$ cat src/rtl/owt_pkg.sv
// ----------------------------------------------------------------
// sizes
// ----------------------------------------------------------------
package owt_pkg;

  localparam int unsigned ADDR_W = 18;
  localparam int unsigned DATA_W = 32;
  localparam int unsigned DIV_W = 16;
  localparam int unsigned CNT_W = 12;

  // ----------------------------------------------------------------
  // register indices, byte address is four times the index
  // ----------------------------------------------------------------
  localparam logic [15:0] IDX_CTRL = 16'hF020;
  localparam logic [15:0] IDX_DIV_CUR = 16'hF021;
  localparam logic [15:0] IDX_WRAP = 16'hF022;
  localparam logic [15:0] IDX_COUNT = 16'hF023;
  localparam logic [15:0] IDX_STATUS = 16'hF024;

  // ----------------------------------------------------------------
  // field positions
  // ----------------------------------------------------------------
  localparam int unsigned BIT_CNT_EN = 0;
  localparam int unsigned BIT_TRIG_EN = 1;
  localparam int unsigned BIT_TRIP = 0;

  // ----------------------------------------------------------------
  // values after reset
  // ----------------------------------------------------------------
  localparam logic CNT_EN_RST = 1'h0;
  localparam logic TRIG_EN_RST = 1'h0;
  localparam logic [15:0] DIV_RST = 16'h0000;
  localparam logic [15:0] WRAP_RST = 16'hFFFF;
  localparam logic [11:0] COUNT_RST = 12'hFFF;

  // ----------------------------------------------------------------
  // bus answers and register selection
  // ----------------------------------------------------------------
  localparam logic [1:0] RESP_OKAY = 2'h0;
  localparam logic [1:0] RESP_SLVERR = 2'h2;

  typedef enum logic [2:0] {
    SEL_CTRL,
    SEL_DIV_CUR,
    SEL_WRAP,
    SEL_COUNT,
    SEL_STATUS,
    SEL_NONE
  } owt_sel_t;

endpackage

$ cat src/rtl/owt_prescaler.sv
`timescale 1ns/10ps
// ----------------------------------------------------------------
// oscillator prescaler
// ----------------------------------------------------------------
module owt_prescaler
  import owt_pkg::*;
#(
  parameter int unsigned W = DIV_W
) (
  // clock and reset
  input wire logic aclk,
  input wire logic resetn,
  // oscillator edge and wrap value
  input wire logic osc_edge,
  input wire logic [W-1:0] wrap,
  // divider state
  output logic [W-1:0] cur,
  output logic wrapped
);

  typedef struct packed {
    logic [W-1:0] cur;
  } owt_div_state_t;

  owt_div_state_t st;
  owt_div_state_t next_st;

  // wrap pulse fires in the same step that returns the count to zero
  assign wrapped = osc_edge && (st.cur == wrap);
  assign cur = st.cur;

  // advance only on oscillator edges, never on the system clock rate
  always_comb begin
    next_st = st;
    if (osc_edge) begin
      if (st.cur == wrap) begin
        next_st.cur = '0;
      end else begin
        next_st.cur = W'(st.cur + 1'b1);
      end
    end
  end

  always_ff @(posedge aclk) begin
    if (!resetn) begin
      st.cur <= W'(DIV_RST);
    end else begin
      st <= next_st;
    end
  end
endmodule

$ cat src/rtl/owt_watchdog.sv
`timescale 1ns/10ps
// Notes on behaviour
// - After reset both counting and chip reset are off, so it idles.
// - Control bit 1, with bit 0 also set, allows expiry to reset the chip.
// - Control bit 0 enables the timeout counter; clear, it holds.
// - Counting with chip reset off is a count-only debug mode.
// - The 16-bit divider steps per oscillator edge and reads back.
// - At the wrap value the divider goes to zero and ticks the counter.
// - The wrap value is writable, resets to FFFF, divides by wrap+1.
// - The 12-bit counter is writable, resets to FFF, one step a period.
// - Counter at zero with counting and chip reset on asserts the chip reset.
// - The trip flag sets on a trip and only power-on reset clears it.
// - The divider runs from the oscillator pin, not the PLL.
module owt_watchdog
  import owt_pkg::*;
(
  // clock and resets
  input wire logic aclk,
  input wire logic aresetn,
  input wire logic por_n,
  // oscillator pin
  input wire logic crystal_input_pin,
  // chip reset request
  output logic chip_reset,
  // write address channel
  input wire logic [ADDR_W-1:0] awaddr,
  input wire logic [2:0] awprot,
  input wire logic awvalid,
  output logic awready,
  // write data channel
  input wire logic [DATA_W-1:0] wdata,
  input wire logic [3:0] wstrb,
  input wire logic wvalid,
  output logic wready,
  // write response channel
  output logic [1:0] bresp,
  output logic bvalid,
  input wire logic bready,
  // read address channel
  input wire logic [ADDR_W-1:0] araddr,
  input wire logic [2:0] arprot,
  input wire logic arvalid,
  output logic arready,
  // read data channel
  output logic [DATA_W-1:0] rdata,
  output logic [1:0] rresp,
  output logic rvalid,
  input wire logic rready
);

  // ----------------------------------------------------------------
  // state
  // ----------------------------------------------------------------
  typedef struct packed {
    logic osc_q;
    logic cnt_en;
    logic trig_en;
    logic [DIV_W-1:0] wrap;
    logic [CNT_W-1:0] count;
    logic chip_rst;
    logic tripped;
    logic aw_got;
    logic [ADDR_W-1:0] aw_addr;
    logic w_got;
    logic [DATA_W-1:0] w_data;
    logic [3:0] w_strb;
    logic bvalid;
    logic [1:0] bresp;
    logic rvalid;
    logic [DATA_W-1:0] rdata;
    logic [1:0] rresp;
  } owt_state_t;

  localparam owt_state_t ST_RESET = '{
    cnt_en: CNT_EN_RST,
    trig_en: TRIG_EN_RST,
    wrap: WRAP_RST,
    count: COUNT_RST,
    default: '0
  };

  owt_state_t st;
  owt_state_t next_st;

  logic sys_rst_n;
  logic osc_edge;
  logic [DIV_W-1:0] div_cur;
  logic div_wrap;
  logic wr_do;
  owt_sel_t wr_sel;
  owt_sel_t rd_sel;
  logic wr_count;
  logic [DATA_W-1:0] wr_word;

  // ----------------------------------------------------------------
  // helpers
  // ----------------------------------------------------------------

  // map a byte address to a register, misaligned goes nowhere
  function automatic owt_sel_t decode(input logic [ADDR_W-1:0] a);
    owt_sel_t s;
    s = SEL_NONE;
    if (a[1:0] == 2'h0) begin
      case (a[ADDR_W-1:2])
        IDX_CTRL: s = SEL_CTRL;
        IDX_DIV_CUR: s = SEL_DIV_CUR;
        IDX_WRAP: s = SEL_WRAP;
        IDX_COUNT: s = SEL_COUNT;
        IDX_STATUS: s = SEL_STATUS;
        default: s = SEL_NONE;
      endcase
    end
    return s;
  endfunction

  // word seen by software; reserved bits read as zero
  function automatic logic [DATA_W-1:0] reg_word(
    input owt_sel_t s,
    input owt_state_t q,
    input logic [DIV_W-1:0] cur
  );
    logic [DATA_W-1:0] w;
    w = '0;
    case (s)
      SEL_CTRL: begin
        w[BIT_CNT_EN] = q.cnt_en;
        w[BIT_TRIG_EN] = q.trig_en;
      end
      SEL_DIV_CUR: w[DIV_W-1:0] = cur;
      SEL_WRAP: w[DIV_W-1:0] = q.wrap;
      SEL_COUNT: w[CNT_W-1:0] = q.count;
      SEL_STATUS: w[BIT_TRIP] = q.tripped;
      default: w = '0;
    endcase
    return w;
  endfunction

  // byte-lane merge of a partial write into the present word
  function automatic logic [DATA_W-1:0] merge(
    input logic [DATA_W-1:0] old,
    input logic [DATA_W-1:0] d,
    input logic [3:0] strb
  );
    logic [DATA_W-1:0] r;
    r = old;
    for (int i = 0; i < 4; i++) begin
      if (strb[i]) begin
        r[8*i +: 8] = d[8*i +: 8];
      end
    end
    return r;
  endfunction

  // ----------------------------------------------------------------
  // oscillator timebase
  // ----------------------------------------------------------------

  // the pin is synchronous, so one flop is enough for edge detection
  assign osc_edge = crystal_input_pin && !st.osc_q;

  // divider shares the watchdog reset; power-on also clears it
  assign sys_rst_n = aresetn && por_n;

  owt_prescaler #(
    .W(DIV_W)
  ) u_div (
    .aclk(aclk),
    .resetn(sys_rst_n),
    .osc_edge(osc_edge),
    .wrap(st.wrap),
    .cur(div_cur),
    .wrapped(div_wrap)
  );

  // ----------------------------------------------------------------
  // bus decode
  // ----------------------------------------------------------------

  // a write commits once both address and data are held
  assign wr_do = st.aw_got && st.w_got;
  assign wr_sel = decode(st.aw_addr);
  assign rd_sel = decode(araddr);
  assign wr_count = wr_do && (wr_sel == SEL_COUNT);
  assign wr_word = merge(reg_word(wr_sel, st, div_cur), st.w_data,
                         st.w_strb);

  // ----------------------------------------------------------------
  // next state
  // ----------------------------------------------------------------
  always_comb begin
    next_st = st;
    next_st.osc_q = crystal_input_pin;

    // decrement once per wrap, stop at zero instead of rolling over
    if (st.cnt_en && div_wrap && (st.count != '0)) begin
      next_st.count = CNT_W'(st.count - 1'b1);
    end

    // expiry only resets the chip while the trigger is armed
    if (st.cnt_en && st.trig_en && (st.count == '0)) begin
      next_st.chip_rst = 1'b1;
      next_st.tripped = 1'b1;
    end

    // address and data are caught separately, in either order
    if (awvalid && awready) begin
      next_st.aw_got = 1'b1;
      next_st.aw_addr = awaddr;
    end
    if (wvalid && wready) begin
      next_st.w_got = 1'b1;
      next_st.w_data = wdata;
      next_st.w_strb = wstrb;
    end
    if (st.bvalid && bready) begin
      next_st.bvalid = 1'b0;
    end

    // commit; a counter rewrite beats a decrement in the same cycle
    if (wr_do) begin
      next_st.aw_got = 1'b0;
      next_st.w_got = 1'b0;
      next_st.bvalid = 1'b1;
      next_st.bresp = (wr_sel == SEL_NONE) ? RESP_SLVERR : RESP_OKAY;
      case (wr_sel)
        SEL_CTRL: begin
          next_st.cnt_en = wr_word[BIT_CNT_EN];
          next_st.trig_en = wr_word[BIT_TRIG_EN];
        end
        SEL_WRAP: next_st.wrap = wr_word[DIV_W-1:0];
        SEL_COUNT: next_st.count = wr_word[CNT_W-1:0];
        default: next_st.bvalid = 1'b1;
      endcase
    end

    // read data is captured at address acceptance
    if (arvalid && arready) begin
      next_st.rvalid = 1'b1;
      next_st.rdata = reg_word(rd_sel, st, div_cur);
      next_st.rresp = (rd_sel == SEL_NONE) ? RESP_SLVERR : RESP_OKAY;
    end else if (st.rvalid && rready) begin
      next_st.rvalid = 1'b0;
    end
  end

  // ----------------------------------------------------------------
  // registers
  // ----------------------------------------------------------------

  // a watchdog reset leaves the trip flag, only power-on clears it
  always_ff @(posedge aclk) begin
    if (!por_n) begin
      st <= ST_RESET;
    end else if (!aresetn) begin
      st <= ST_RESET;
      st.tripped <= st.tripped;
    end else begin
      st <= next_st;
    end
  end

  // ----------------------------------------------------------------
  // outputs
  // ----------------------------------------------------------------

  // new requests wait until the previous answer is taken
  assign awready = !st.aw_got && !st.bvalid;
  assign wready = !st.w_got && !st.bvalid;
  assign arready = !st.rvalid;
  assign bvalid = st.bvalid;
  assign bresp = st.bresp;
  assign rvalid = st.rvalid;
  assign rdata = st.rdata;
  assign rresp = st.rresp;
  // held until the chip reset comes back in on aresetn
  assign chip_reset = st.chip_rst;
endmodule

$ cat config.mk
export PLATFORM = sky130hd
export DESIGN_NAME = owt_watchdog
export DESIGN_NICKNAME = d
export VERILOG_FILES = /design/src/rtl/owt_pkg.sv /design/src/rtl/owt_prescaler.sv /design/src/rtl/owt_watchdog.sv
export SDC_FILE = /design/constraint.sdc
export NUM_CORES = 1
export LEC_CHECK = 0
export BUFFER_PORTS_ARGS = -buffer_cell sky130_fd_sc_hd__buf_4
export CORE_MARGIN = 2
export CORE_UTILIZATION = 54
export CTS_BUF_LIST = sky130_fd_sc_hd__clkbuf_4 sky130_fd_sc_hd__clkbuf_8 sky130_fd_sc_hd__clkbuf_16
export DETAILED_ROUTE_END_ITERATION = 10
export PLACE_DENSITY = 0.87
export SLEW_MARGIN = 25
export SYNTH_ARGS = -nofsm -noshare
export SYNTH_HDL_FRONTEND = slang
export SYNTH_HIERARCHICAL = 1
export SYNTH_SLANG_ARGS = --single-unit
export TNS_END_PERCENT = 5
$ cat constraint.sdc
create_clock -name aclk -period 2.9 [get_ports aclk]
set_clock_uncertainty 0.1 [all_clocks]
set_input_delay 0 -clock aclk [delete_from_list [all_inputs] [get_ports aclk]]
set_output_delay 0 -clock aclk [all_outputs]
set_load 0.02 [all_outputs]
==> out/metrics.cfg <==
[run_status]
status = completed

[finish]
fillCellCount = 795
layout-drive-gt1-share_pct = 16.9
fin_nets = 859
stdcell_count = 910
antenna_cells = 0
areaGrowthSynthToFinish_pct = 20.9
design_area_um2 = 6730

[floorplanning]
initial_core_util_pct = 54.7
fp-row-count = 37
io_pins = 129
die_area_um2 = 11100
die_w_um = 106
floorplan.core_area_um2 = 10200
die_h_um = 106

[clock_tree]
clk_pin_slew_worst_paths_ns = 0.10
cts_tree = yes
cts_buffer_depth = 2
root_buffer = clkbuf_8
clk_latency_ns = 0.38
cts_buffers = 9
clkSinkCount = 107
h-tree-depth = 3
cts_setup_buffers = 0

[placed_design]
place_area_um2 = 6110
place_congestion = 1.00
dp_cells = 850
portBuffers = 86
dp_hpwl_um = 10500

[grt]
grt_pass1_wl_um = 24500
antenna_found_initial = 0
grt_use_met3_pct = 5.01
grt_use_total_pct = 27.5
grt_start_max_net_pins = 45
use_met2_pct = 47.2
grt_pass1_vias = 5095
met1_usage_pct = 33.3
overflow = 0
grt_busiest_layer = met2

[worst_hold_path]
hp-class = primary input to flop
hp-start = araddr[0]

[pwr]
p_leak_nw = 2.58
ir_worst_vdd_mv = 0.235
cellPowerDensity_nw_per_um2 = 392

[logic_synthesis]
synth_compound_area_share_pct = 17.4
syn_inst = 670
synthSimpleGateAreaFrac_pct = 23.7
async_flop_share_pct = 0
synth-main-ff-cell = dfxtp_1
synth-adder-area-share_pct = 0.674
synth-xor-area-share_pct = 6.14
muxShareOfSynthArea_pct = 5.28
synth_common_cells = nand2_1, dfxtp_1, a21oi_1
synth-edff-count = 0
synth_area_um2 = 5570
yosysSeqAreaShare_pct = 38.5
synth_cell_types = 63
synth_top_family_by_area = simple AND/OR/NAND/NOR gates
yosysWarnings = 6
yosysMostFrequentCell = nand2_1
netlist.area_leader.share_pct = 38.5
avgSynthCellArea_um2 = 8.31
synth-seq-cells = 107
synth_top_area_cell = dfxtp_1
synth_area_leaders = dfxtp_1, nand2_1, a21oi_1

[setup_path]
worstSetupPathType = flop to flop
critPathArrivalTime_ns = 2.99
crit_fanout = 5
cp.required_ns = 3.13
cp-start-kind = flop
cp-startpoint = u_div/cur[10]
worstSetupEndpointType = flop
timing.rr.start = u_div/cur[10]

[flow_run]
drv_cap = 0

[sta]
rsz0062_at_grt = no
finalSetupViolCount = 0
layout_min_cycle_time_ns = 2.75
period_share_pct = 94.9
worst_pin_slew_ns = 0.905
max_freq_mhz = 363
hold_viol_final = 0
fin_worst_hold_slack_ns = 0.0474
fin_tns_setup_ns = 0
slew_violations = 0
slew_headroom_pct = 38.8

[detailed_routing]
drt-wirelength-per-cell_um = 16.7
via_per_inst = 5.86
wl_um = 15200
drtAntennaViolNets = 0
drtIter0Drc = 531
drt-pass1-iter-count = 5
drc = 0
num_vias = 5336

==> cell families (layout without fill, tap and decap cells) <==
| kind of cell | count (synthesis) | count (layout) |
|---|---|---|
| adders and majority gates | 3 | 3 |
| buffers and inverters | 80 | 167 |
| and+or+nand+nor | 265 | 265 |
| AOI/OAI and AO/OA | 147 | 147 |
| xor gates and xnor gates | 39 | 39 |
| DFF | 107 | 107 |
| muxes | 28 | 28 |
| other | 1 | 18 |
==> layout make-up <==
type,count,area [µm²],area share (%)
inverter,8,30.0,0.446
clock buffer,11,139,2.06
clock inverter,5,30.0,0.446
sequential,107,2140,31.9
multi-input combinational,500,3040,45.1
timing repair buffer,143,1180,17.6
tap,136,170,2.53
==> cell usage in the layout, fill, tap and decap left out, types with 11 or more instances in the layout <==
| cell type | instances |
|---|---|
| conb_1 | 18 |
| nand3_1 | 30 |
| a2bb2oi_1 | 18 |
| xor2_1 | 21 |
| xnor2_1 | 18 |
| nor4_1 | 11 |
| buf_4 | 99 |
| dlygate4sd3_1 | 44 |
| nor2_1 | 44 |
| mux2i_1 | 26 |
| dfxtp_1 | 105 |
| nand2_1 | 114 |
| a21oi_1 | 56 |
| o21ai_0 | 27 |
==> critical path, stage by stage, from the launching register on <==
cell and delay (ns):
dfxtp_1 0.38, xor2_1 0.18, nor4_1 0.33, nand2_1 0.18
nor4_2 0.41, nand2_1 0.13, a31oi_2 0.19, nand2_1 0.16
or4_1 0.42, nand3_1 0.10, a21o_1 0.12
==> where the power goes <==
group	internal, mW	total, mW	switching [mW]
logic	0.142	0.294	0.151
registers	1.49	1.51	0.0213
clock network	0.328	0.836	0.509
total	1.96	2.64	0.681
==> flip-flops by register name, indices dropped and copies added (netlist names) <==
register    cells
chip_reset      1
bvalid          1
u_div/cur      16
st             70
rresp           1
bresp           1
rdata          16
rvalid          1
==> worst paths after layout <==
check / endpoint / slack, ns / cells past startpoint
min: rdata[14] / 0.05 / 6
min reg2reg: st[43] / 0.35 / 2
max: st[100] / 0.15 / 10
max reg2reg: st[100] / 0.15 / 10
==> per-layer routing <==
metal | up-vias | share of wire (%)
met2 | 266 | 49
met1 | 2536 | 40
met5 | - | 0
met3 | 37 | 7.8
li1 | 2497 | -
met4 | 0 | 2.7
==> repair_timing <==
| item | CTS | global route |
|---|---|---|
| endpoints found under the setup margin | 0 | 5 |
| hold endpoints to repair | 45 | 0 |
| hold buffers | 44 | 0 |
| gates resized for setup | 0 | 3 |
==> per-stage QoR <==
step	util, %	power, mW	setup slack, ns
after floorplan	-	1.70	0.328
after global placement	60.0	1.77	0.325
after detailed placement	60.0	1.78	0.125
after CTS	66.0	2.64	0.0985
after global routing	66.1	2.74	0.00323
final	66.1	2.64	0.147
No activity file was read; power rests on OpenSTA's default activity.
